--- src/dvd_pkg.sv ---
// Function
// - Measure each high phase of sliced data to find data frequency.
// - Manchester: accept single or doubled high time as a match.
// - Observe three periods (three high times, one per period) before deciding validity.
// - Thresholds count the system clock divided by four.
// - Reset: lower threshold zero, upper one; window counter inactive.
// - Six-bit level threshold scales wanted voltage, 1.2 V is 63.
// - Reset: level threshold all ones; level detection inactive.
// - On and off values encode 65535 minus RC oscillator cycles.
// - Valid data during on period pulses the detect line to wake host.
// - Window complete edge latches level compare; combined forms data valid.
// - Continuous or single-shot detection chosen by two bits at 00h.
// - Ready for next conversion three data periods after previous start.
package dvd_pkg;

  localparam logic [7:0]  addr_config      = 8'h00;
  localparam logic [7:0]  addr_on_period   = 8'h04;
  localparam logic [7:0]  addr_off_period  = 8'h05;
  localparam logic [7:0]  addr_lower_th    = 8'h06;
  localparam logic [7:0]  addr_upper_th    = 8'h07;
  localparam logic [7:0]  addr_level_th    = 8'h08;
  localparam logic [7:0]  addr_irq_status  = 8'h10;
  localparam logic [7:0]  addr_irq_mask    = 8'h11;
  localparam logic [7:0]  addr_live_status = 8'h12;

  localparam int unsigned cfg_continuous_bit = 5;
  localparam int unsigned cfg_single_bit     = 6;
  localparam int unsigned cfg_poll_bit       = 0;

  localparam logic [15:0] on_period_reset    = 16'hfebf;
  localparam logic [15:0] off_period_reset   = 16'hf37f;
  localparam logic [11:0] lower_th_reset     = 12'h000;
  localparam logic [11:0] upper_th_reset     = 12'h001;
  localparam logic [5:0]  level_th_reset     = 6'h3f;
  localparam logic [15:0] config_reset       = 16'h0000;

  localparam int unsigned clk_div            = 4;
  localparam int unsigned periods_needed     = 3;
  localparam int unsigned irq_bits           = 3;
  localparam int unsigned irq_valid_bit      = 0;
  localparam int unsigned irq_invalid_bit    = 1;
  localparam int unsigned irq_wake_bit       = 2;

  typedef struct packed {
    logic [11:0] lower;
    logic [11:0] upper;
    logic [5:0]  level;
    logic        continuous;
    logic        single;
  } detect_cfg_t;

  typedef struct packed {
    logic done;
    logic valid;
  } detect_result_t;

endpackage

--- src/poll_timer.sv ---
`timescale 1ns/1ps
module poll_timer (
  input  wire logic        ref_clk,
  input  wire logic        reset,
  input  wire logic        enable,
  input  wire logic        rc_tick,
  input  wire logic [15:0] on_value,
  input  wire logic [15:0] off_value,
  output logic             rx_on
);
  logic [16:0] count_reg;
  logic        rx_on_reg;
  wire         overflow = count_reg[16];

  always_ff @(posedge ref_clk or posedge reset) begin
    if (reset) begin
      count_reg <= 17'h00000;
      rx_on_reg <= 1'b0;
    end else if (!enable) begin
      // Load one past the value so a phase lasts 65535 minus value ticks
      count_reg <= {1'b0, on_value} + 17'h00001;
      rx_on_reg <= 1'b1;
    end else if (overflow) begin
      count_reg <= {1'b0, rx_on_reg ? off_value : on_value} + 17'h00001;
      rx_on_reg <= !rx_on_reg;
    end else if (rc_tick) begin
      count_reg <= count_reg + 17'h00001;
    end
  end

  assign rx_on = rx_on_reg;
endmodule // poll_timer

--- src/window_detect.sv ---
`timescale 1ns/1ps
module window_detect #(
  parameter int unsigned CW = 12
) (
  input  wire logic                   ref_clk,
  input  wire logic                   reset,
  input  wire logic                   run,
  input  wire logic                   data_in,
  input  wire logic                   level_ok,
  input  wire dvd_pkg::detect_cfg_t   cfg,
  output dvd_pkg::detect_result_t     result
);
  logic [1:0]    div_reg;
  logic [CW:0]   high_reg;
  logic [2:0]    match_reg;
  logic [2:0]    seen_reg;
  logic          data_d_reg;
  logic          done_reg;
  logic          valid_reg;

  wire           div_tick  = (div_reg == 2'(dvd_pkg::clk_div - 1));
  wire           fall      = data_d_reg && !data_in;
  wire [CW:0]    lo1       = {1'b0, cfg.lower};
  wire [CW:0]    hi1       = {1'b0, cfg.upper};
  wire [CW+1:0]  lo2       = {1'b0, cfg.lower, 1'b0};
  wire [CW+1:0]  hi2       = {1'b0, cfg.upper, 1'b0};
  wire           in_single = high_reg >= lo1 && high_reg <= hi1;
  wire           in_double = {1'b0, high_reg} >= lo2 && {1'b0, high_reg} <= hi2;
  // Reset pair of thresholds parks the counter
  wire           parked    = cfg.lower == dvd_pkg::lower_th_reset &&
                             cfg.upper == dvd_pkg::upper_th_reset;
  wire           active    = cfg.upper > cfg.lower && !parked;
  wire           complete  = fall && seen_reg[1:0] == 2'b11;
  wire           win_ok    = (match_reg[1:0] == 2'b11) && (in_single || in_double);

  always_ff @(posedge ref_clk or posedge reset) begin
    if (reset) begin
      div_reg    <= 2'h0;
      data_d_reg <= 1'b0;
    end else begin
      div_reg    <= div_reg + 2'h1;
      data_d_reg <= data_in;
    end
  end

  always_ff @(posedge ref_clk or posedge reset) begin
    if (reset) begin
      high_reg <= '0;
    end else if (!data_in) begin
      high_reg <= '0;
    end else if (div_tick && !high_reg[CW]) begin
      high_reg <= high_reg + 1'b1;
    end
  end

  // Three high phases one per period; counter restarts after each decision
  always_ff @(posedge ref_clk or posedge reset) begin
    if (reset) begin
      seen_reg  <= 3'h0;
      match_reg <= 3'h0;
      done_reg  <= 1'b0;
      valid_reg <= 1'b0;
    end else begin
      done_reg <= 1'b0;
      if (!run || !active) begin
        seen_reg  <= 3'h0;
        match_reg <= 3'h0;
      end else if (complete) begin
        seen_reg  <= 3'h0;
        match_reg <= 3'h0;
        done_reg  <= 1'b1;
        valid_reg <= win_ok && level_ok;
      end else if (fall) begin
        seen_reg  <= {seen_reg[1:0], 1'b1};
        match_reg <= {match_reg[1:0], in_single || in_double};
      end
    end
  end

  assign result.done  = done_reg;
  assign result.valid = valid_reg;
endmodule // window_detect

--- src/data_valid_polling_detect.sv ---
// Decided for this implementation: the strobed register port.
`timescale 1ns/1ps
module data_valid_polling_detect (
  input  wire logic        ref_clk,
  input  wire logic        reset,
  input  wire logic [7:0]  reg_addr,
  input  wire logic [15:0] reg_wdata,
  input  wire logic        reg_write,
  input  wire logic        reg_read,
  output logic [15:0]      reg_rdata,
  input  wire logic        data_in,
  input  wire logic [5:0]  level_code,
  input  wire logic        level_code_valid,
  input  wire logic        rc_tick,
  input  wire logic        sequencer_ready,
  output logic             powerdown_detect_line,
  output logic             rx_active,
  output logic             data_valid,
  output logic             irq
);
  ////////////////////////////////////////////////////////////////////////////
  logic [15:0] config_reg;
  logic [15:0] on_reg;
  logic [15:0] off_reg;
  logic [11:0] lower_reg;
  logic [11:0] upper_reg;
  logic [5:0]  level_th_reg;
  logic [5:0]  code_reg;
  logic [2:0]  status_reg;
  logic [2:0]  status_next;
  logic [2:0]  mask_reg;
  logic [15:0] rdata_reg;
  logic        pulse_reg;
  logic        shot_done_reg;
  logic        rx_on;

  dvd_pkg::detect_cfg_t    cfg;
  dvd_pkg::detect_result_t res;

  ////////////////////////////////////////////////////////////////////////////
  wire wr_cfg   = reg_write && reg_addr == dvd_pkg::addr_config;
  wire wr_on    = reg_write && reg_addr == dvd_pkg::addr_on_period;
  wire wr_off   = reg_write && reg_addr == dvd_pkg::addr_off_period;
  wire wr_lower = reg_write && reg_addr == dvd_pkg::addr_lower_th;
  wire wr_upper = reg_write && reg_addr == dvd_pkg::addr_upper_th;
  wire wr_level = reg_write && reg_addr == dvd_pkg::addr_level_th;
  wire wr_stat  = reg_write && reg_addr == dvd_pkg::addr_irq_status;
  wire wr_mask  = reg_write && reg_addr == dvd_pkg::addr_irq_mask;

  wire continuous = config_reg[dvd_pkg::cfg_continuous_bit];
  wire single     = config_reg[dvd_pkg::cfg_single_bit];
  wire polling    = config_reg[dvd_pkg::cfg_poll_bit];
  // Single shot stops after one decision until the mode is rewritten
  wire run        = sequencer_ready && rx_on && (continuous || (single && !shot_done_reg));
  // Full-scale code 63 compares to 1.2 V; all-ones threshold never passes
  wire level_ok   = (level_th_reg != dvd_pkg::level_th_reset) && (code_reg >= level_th_reg);
  wire wake       = res.done && res.valid && rx_on;
  wire [2:0] events = {wake, res.done && !res.valid, res.done && res.valid};

  wire [15:0] rd_mux =
    reg_addr == dvd_pkg::addr_config      ? config_reg :
    reg_addr == dvd_pkg::addr_on_period   ? on_reg :
    reg_addr == dvd_pkg::addr_off_period  ? off_reg :
    reg_addr == dvd_pkg::addr_lower_th    ? {4'h0, lower_reg} :
    reg_addr == dvd_pkg::addr_upper_th    ? {4'h0, upper_reg} :
    reg_addr == dvd_pkg::addr_level_th    ? {10'h000, level_th_reg} :
    reg_addr == dvd_pkg::addr_irq_status  ? {13'h0000, status_reg} :
    reg_addr == dvd_pkg::addr_irq_mask    ? {13'h0000, mask_reg} :
    reg_addr == dvd_pkg::addr_live_status ? {12'h000, rx_on, data_valid, pulse_reg, run} :
    16'h0000;

  assign cfg.lower      = lower_reg;
  assign cfg.upper      = upper_reg;
  assign cfg.level      = level_th_reg;
  assign cfg.continuous = continuous;
  assign cfg.single     = single;
  // Set wins over a clear in the same cycle
  assign status_next    = (wr_stat ? status_reg & ~reg_wdata[2:0] : status_reg) | events;

  ////////////////////////////////////////////////////////////////////////////
  always_ff @(posedge ref_clk or posedge reset) begin
    if (reset) begin
      config_reg   <= dvd_pkg::config_reset;
      on_reg       <= dvd_pkg::on_period_reset;
      off_reg      <= dvd_pkg::off_period_reset;
      lower_reg    <= dvd_pkg::lower_th_reset;
      upper_reg    <= dvd_pkg::upper_th_reset;
      level_th_reg <= dvd_pkg::level_th_reset;
      mask_reg     <= 3'h0;
    end else begin
      if (wr_cfg)   config_reg   <= reg_wdata;
      if (wr_on)    on_reg       <= reg_wdata;
      if (wr_off)   off_reg      <= reg_wdata;
      if (wr_lower) lower_reg    <= reg_wdata[11:0];
      if (wr_upper) upper_reg    <= reg_wdata[11:0];
      if (wr_level) level_th_reg <= reg_wdata[5:0];
      if (wr_mask)  mask_reg     <= reg_wdata[2:0];
    end
  end

  always_ff @(posedge ref_clk or posedge reset) begin
    if (reset) begin
      status_reg    <= 3'h0;
      rdata_reg     <= 16'h0000;
      pulse_reg     <= 1'b0;
      shot_done_reg <= 1'b0;
      code_reg      <= 6'h00;
    end else begin
      status_reg <= status_next;
      rdata_reg  <= reg_read ? rd_mux : 16'h0000;
      pulse_reg  <= wake;
      if (level_code_valid) code_reg <= level_code;
      // A decision beside a config write still uses up the shot
      if (res.done) shot_done_reg <= 1'b1;
      else if (wr_cfg) shot_done_reg <= 1'b0;
    end
  end

  ////////////////////////////////////////////////////////////////////////////
  window_detect #(
    .CW (12)
  ) u_window (
    .ref_clk  (ref_clk),
    .reset    (reset),
    .run      (run),
    .data_in  (data_in),
    .level_ok (level_ok),
    .cfg      (cfg),
    .result   (res)
  );

  poll_timer u_timer (
    .ref_clk   (ref_clk),
    .reset     (reset),
    .enable    (polling),
    .rc_tick   (rc_tick),
    .on_value  (on_reg),
    .off_value (off_reg),
    .rx_on     (rx_on)
  );

  assign reg_rdata             = rdata_reg;
  assign powerdown_detect_line = pulse_reg;
  assign rx_active             = rx_on;
  assign data_valid            = res.valid;
  assign irq                   = |(status_reg & mask_reg);
endmodule // data_valid_polling_detect

--- config.mk ---
export PLATFORM = sky130hd
export DESIGN_NAME = data_valid_polling_detect
export DESIGN_NICKNAME = d
export VERILOG_FILES = /design/src/dvd_pkg.sv /design/src/poll_timer.sv /design/src/window_detect.sv /design/src/data_valid_polling_detect.sv
export SDC_FILE = /design/constraint.sdc
export NUM_CORES = 1
export LEC_CHECK = 0
export BUFFER_PORTS_ARGS = -buffer_cell sky130_fd_sc_hd__buf_2
export CAP_MARGIN = 20
export CORE_ASPECT_RATIO = 0.75
export CORE_MARGIN = 5
export CORE_UTILIZATION = 55
export CTS_CLUSTER_DIAMETER = 120
export DETAILED_ROUTE_END_ITERATION = 12
export GPL_TIMING_DRIVEN = 0
export HOLD_SLACK_MARGIN = 0.15
export PLACE_DENSITY = 0.7
export SKIP_LAST_GASP = 1
export SYNTH_ARGS = -nofsm -noshare
export SYNTH_HDL_FRONTEND = slang
export SYNTH_SLANG_ARGS = --single-unit
--- constraint.sdc ---
create_clock -name ref_clk -period 7 [get_ports ref_clk]
set_input_delay 1.4 -clock ref_clk [delete_from_list [all_inputs] [get_ports ref_clk]]
set_output_delay 1.4 -clock ref_clk [all_outputs]
set_load 0.05 [all_outputs]
* Word-level counts from Yosys, hierarchy flattened
Cells that the tools add are included.
Word-level totals: register bits after elaboration 148, bits of input ports 38, output and inout port bits 20, word-level logic and storage cells 124
Operators by class: add/sub/neg operators 5, magnitude comparators 6, equality and inequality tests 16, multiplexer cells 29, bitwise operators 5, reduce and logical (&&, ||, !) cells 41
Operators with widths (count):
- $mux W16 | 5
- $mux W17 | 3
- $add A16 B1 Y17 const B | 2
- $eq A8 B3 Y1 const B | 4
- $mux W13 | 2
- $eq A8 B5 Y1 const B | 3
- $logic_and A1 B1 Y1 | 24
- $mux W12 | 2
- $add A17 B1 Y17 const B | 1
- $add A13 B1 Y13 const B | 1
- $ge A13 B12 Y1 | 1
- $ge A13 B13 Y1 | 1
- $le A13 B12 Y1 | 1
- $le A13 B13 Y1 | 1
- $eq A12 B1 Y1 const B | 1
- $gt A12 B12 Y1 | 1
- $logic_not A12 Y1 | 1
- $mux W2 | 6
- $mux W4 | 3
- $eq A8 B4 Y1 const B | 1
- $logic_not A1 Y1 | 8
- $logic_not A8 Y1 | 1
- $and A3 B3 Y3 | 2
- $eq A2 B2 Y1 const B | 3
- 16 further kinds | 24

* Logic depth before layout (Yosys ltp)
word-level depth 14, depth in mapped cells 12, gate-level depth less buffers 9

* Modules after synthesis
From an unflattened synthesis, not the netlist that was laid out.
Second synthesis, totals: cells, all modules 941, area, all modules 9560.4 µm²
By module, submodules not included:
- data_valid_polling_detect | instances 1, cells an instance 402, area each 5019.8 µm², sequential area each 2745.1 µm²
- window_detect | instances 1, cells an instance 271, area each 2441.1 µm², sequential area each 550.5 µm²
- poll_timer | instances 1, cells an instance 268, area each 2099.5 µm², sequential area each 450.4 µm²

* Worst setup path after synthesis
OpenSTA, ideal clock, no wires.
kind input to register, from input port reg_addr[4], to register off_reg[11], library setup time 128 ps, data arrival time 2904 ps, data required time 6872 ps, setup slack 3969 ps, stages 7, path buffers 2, cell sequence nor4_4 nand2_1 nor2_2 and3_1 buf_4 buf_4 mux2_1
On the way: longest elaborated chain between the ends 2
RTL lines:
- start: declaration | line data_valid_polling_detect.sv:6 | input wire logic [7:0] reg_addr,
- $eq A8 B3 Y1 | line data_valid_polling_detect.sv:43 | wire wr_off = reg_write && reg_addr == dvd_pkg::addr_off_period;
- $logic_and A1 B1 Y1 | line data_valid_polling_detect.sv:43
- end signal: assignment | line data_valid_polling_detect.sv:85 | off_reg <= dvd_pkg::off_period_reset;
- end signal: assignment | line data_valid_polling_detect.sv:93 | if (wr_off) off_reg <= reg_wdata;
- end: declaration | line data_valid_polling_detect.sv:24 | logic [15:0] off_reg;
Every way passes these cells. A chain may end at the register's enable or synchronous reset.

* Final worst setup path
from input port reg_addr[0], to register config_reg[2]
On the way: longest elaborated chain between the ends 2
RTL lines:
- $logic_not A8 Y1 | line data_valid_polling_detect.sv:41 | wire wr_cfg = reg_write && reg_addr == dvd_pkg::addr_config;
- $logic_and A1 B1 Y1 | line data_valid_polling_detect.sv:41
- end signal: assignment | line data_valid_polling_detect.sv:83 | config_reg <= dvd_pkg::config_reset;
- end signal: assignment | line data_valid_polling_detect.sv:91 | if (wr_cfg) config_reg <= reg_wdata;
- end: declaration | line data_valid_polling_detect.sv:22 | logic [15:0] config_reg;
Every way passes these cells.

==> load_flow_metrics.sql <==
INSERT INTO impl_metrics (metric_group, metric, value, unit) VALUES
('status', 'outcome', 'finished clean', ''),
('place', 'finalWeightedCongestion', '0.9234', ''),
('place', 'pre_cts_slack', '3.279', 'ns'),
('floorplanning', 'placementRows', '41', ''),
('place', 'detailed_place.area', '10070', 'sq um'),
('synthesis', 'postSynth.asyncResetShare', '100.0', '%'),
('finish', 'max_reg_flops', '17', ''),
('clock_network', 'worstSkewPairLatency', '0.43', 'ns'),
('floorplanning', 'initial_utilization', '56.28', '%'),
('flow_run', 'maxCapViolCount', '0', ''),
('worst_setup_path', 'crit_path_end_kind', 'register', ''),
('place', 'placedCellCount', '1178', ''),
('sta', 'max_freq', '297.7', 'MHz'),
('sta', 'worst-slew-pin-transition', '0.8571', 'ns'),
('finish', 'final.fill_count', '1367', ''),
('worst_setup_path', 'worst-r2r-cell-count', '12', ''),
('grt', 'wire_length_of_the_first_global_routing_pass', '40280', 'um'),
('grt', 'grt_start_max_net_pins', '98', ''),
('synthesis', 'syn-cell-area', '9499', 'sq um'),
('route', 'drt-wirelength-per-cell', '20.42', 'um'),
('clock_network', 'tritoncts', 'yes', ''),
('route', 'viasPerCell', '6.226', ''),
('synthesis', 'synth_ff_type', 'dfrtp_1', ''),
('floorplanning', 'design.core.area', '16880', 'sq um'),
('power', 'power.ir.vdd_worst', '146.0', 'uV'),
('route', 'wl_met2', '9753', 'um'),
('finish', 'post_route_cells_drive_above_1_share', '22.51', '%'),
('power', 'p_leak', '4.973', 'nW'),
('sta', 'finalWorstSetupSlack', '3.641', 'ns'),
('finish', 'final_core_utilization', '63.22', '%'),
('worst_setup_path', 'launching_element_type_of_the_critical_path', 'input pin', ''),
('synthesis', 'netlist_instances', '908', ''),
('worst_setup_path', 'required_time_of_the_critical_path', '7.31', 'ns'),
('place', 'place_hpwl', '18470', 'um'),
('synthesis', 'syn-mean-instance-area', '10.46', 'sq um'),
('sta', 'min_period', '3.359', 'ns'),
('clock_network', 'hold_buffers', '0', ''),
('sta', 'timing.max_slew.rel_slack', '41.39', '%'),
('power', 'post-layout-total-power', '0.002118', 'W'),
('worst_setup_path', 'crit_path_max_fanout', '10', ''),
('synthesis', 'synth_enable_flop_cells', '0', ''),
('finish', 'final_nets', '1091', ''),
('worst_setup_path', 'worst_path_largest_cell_delay', '0.56', 'ns'),
('grt', 'via_count_of_the_first_global_routing_pass', '7245', ''),
('finish', 'postLayoutCellArea', '10670', 'sq um'),
('clock_network', 'cts_htree_levels', '4', ''),
('clock_network', 'cts_repair_resize_count', '0', ''),
('worst_setup_path', 'timing.setup.critical_path_class', 'input pin to register', ''),
('floorplanning', 'floorplan.die.height', '123.8', 'um'),
('worst_setup_path', 'timing.critical_path.slowest_stage_cell', 'nor3_2', ''),
('floorplanning', 'floorplan.die.width', '161.8', 'um'),
('floorplanning', 'floorplan.die_area', '20030', 'sq um'),
('route', 'drtPass1Iterations', '6', ''),
('grt', 'globalRouteTotalUtil', '25.86', '%'),
('route', 'met1_length', '12450', 'um'),
('worst_hold_path', 'min_delay_path_depth', '1', ''),
('grt', 'number_of_antenna_violations_at_the_first_check_in_global_routing', '0', ''),
('route', 'top_routing_layer_used', 'met4', ''),
('route', 'route.vias.total', '7534', ''),
('sta', 'fin_skew', '0.01036', 'ns'),
('clock_network', 'cts_sinks', '148', ''),
('sta', 'setup_viol', '0', ''),
('finish', 'layout.cells.non_filler', '1210', ''),
('synthesis', 'syn_nets', '1017', ''),
('place', 'portBuffers', '54', ''),
('synthesis', 'netlist-cell-type-count', '77', ''),
('grt', 'remaining_overflow_grt', '0', ''),
('worst_setup_path', 'crit_chain', 'clkbuf_1 -> nor2_2 -> nand2_1 -> nor3_2 -> nand2_2 -> buf_2 -> mux2_1', ''),
('synthesis', 'synth_warnings', '0', ''),
('route', 'remaining_design_rule_violation_count', '0', ''),
('power', 'power_density', '198.5', 'nW/um^2');
-- routing by layer --
metal  GRT usage (%)  vias to the layer above
li1                -                     3503
met1           40.50                     3695
met2           35.10                      309
met3           7.476                       27
met4           5.917                        0
met5               0                        -
-- synthesized netlist by cell type, drive strengths merged (4+ instances only) --
cell     number  area share (%)
a2111oi       4            0.78
a211oi        5            0.40
a21boi        5            0.40
a21o          6            0.47
a21oi        32             1.7
a221o         7            0.74
a221oi        5            0.65
a22oi        15             1.2
a31oi         5            0.33
a32oi         7            0.65
and2         14            0.92
and3         12            0.79
buf          17             1.3
clkbuf       24            0.95
dfrtp       114              30
dfstp        34             9.4
ha           71             9.4
inv          46             1.8
mux2         94              11
mux2i        17             1.8
mux4          7             1.7
nand2        66             2.6
nand2b        8            0.53
nand3        38             2.4
nand3b        9            0.97
nand4        21             1.4
nor2         50             2.0
nor2b         8            0.53
nor3          8            0.47
nor3b         4            0.32
nor4         13             1.0
o211ai        5            0.54
o21a          5            0.40
o21ai        36             1.9
o22ai        10            0.66
or3           5            0.33
xnor2        22             2.0
xor2         26             2.4
-- report_power, final --
part,internal [W],switching (W)
Sequential,0.000898,0.0000389
Clock,0.000549,0.000389
Combinational,0.0000996,0.000144
Total,0.00155,0.000572
-- path summary, 6_finish.rpt --
kind                                     start                    end  slack (ns)
hold reg to reg            u_window.div_reg[0]    u_window.div_reg[0]        0.43
setup / recovery                   reg_addr[0]          config_reg[2]        3.64
setup reg to reg                 u_timer.rx_on  u_timer.count_reg[10]        3.86
hold / removal             u_window.div_reg[0]    u_window.div_reg[0]        0.43
max in group asynchronous                reset              on_reg[1]        5.16
min in group asynchronous                reset    u_window.div_reg[0]        1.00
-- cells by family after synthesis --
kind of cell / after synthesis / share of synthesized area [%]
AOI/OAI and AO/OA: 172 / 13.11
xor gates and xnor gates: 48 / 4.426
adders and majority gates: 71 / 9.352
buffers and inverters: 87 / 4.110
DFF: 148 / 39.44
muxes: 118 / 14.59
and+or+nand+nor: 264 / 14.98
-- placed cells by master (no fill, tap or decap), types with 6 or more instances in the layout --
cell,instances
a21o_1,6
xor2_1,26
mux2_2,61
a22oi_1,15
nor4_1,12
a21oi_1,32
a32oi_1,7
mux4_2,7
and2_1,14
inv_1,45
a221o_1,7
nand2b_1,8
nor2_1,48
nand3b_1,7
clkbuf_1,24
mux2_1,33
dfstp_2,34
nor2b_1,8
and3_1,12
o22ai_1,10
clkbuf_16,17
ha_1,71
buf_2,64
xnor2_1,22
mux2i_1,17
dfrtp_1,114
nand3_1,34
nand2_1,65
nor3_1,7
o21ai_0,33
nand4_1,21
-- cell type report --
cell class	instances	area (sq um)	area share [%]
multi-input combinational	673	5363	50.26
sequential	148	3746	35.11
clock buffer	19	452.9	4.245
timing repair buffer	55	297.8	2.791
tap	215	269.0	2.521
buffer	41	217.7	2.040
inverter	46	177.7	1.665
clock inverter	13	146.4	1.372
-- metrics by stage --
| stage | TNS, ns | hold slack, ns |
|---|---|---|
| 2_1_floorplan | 0 | 0.4006 |
| 3_3_place_gp | -2.257 | 0.4144 |
| 3_5_place_dp | 0 | 0.4228 |
| 4_1_cts | 0 | 0.4340 |
| 5_1_grt | 0 | 0.4476 |
| 6_report | 0 | 0.4270 |
-- critical path, delay by kind of cell --
kind	cells	cell delay [ns]
simple gates	4	1.45
buf+inv	2	0.47
mux	1	0.33
No activity file was read; power rests on OpenSTA's default activity.
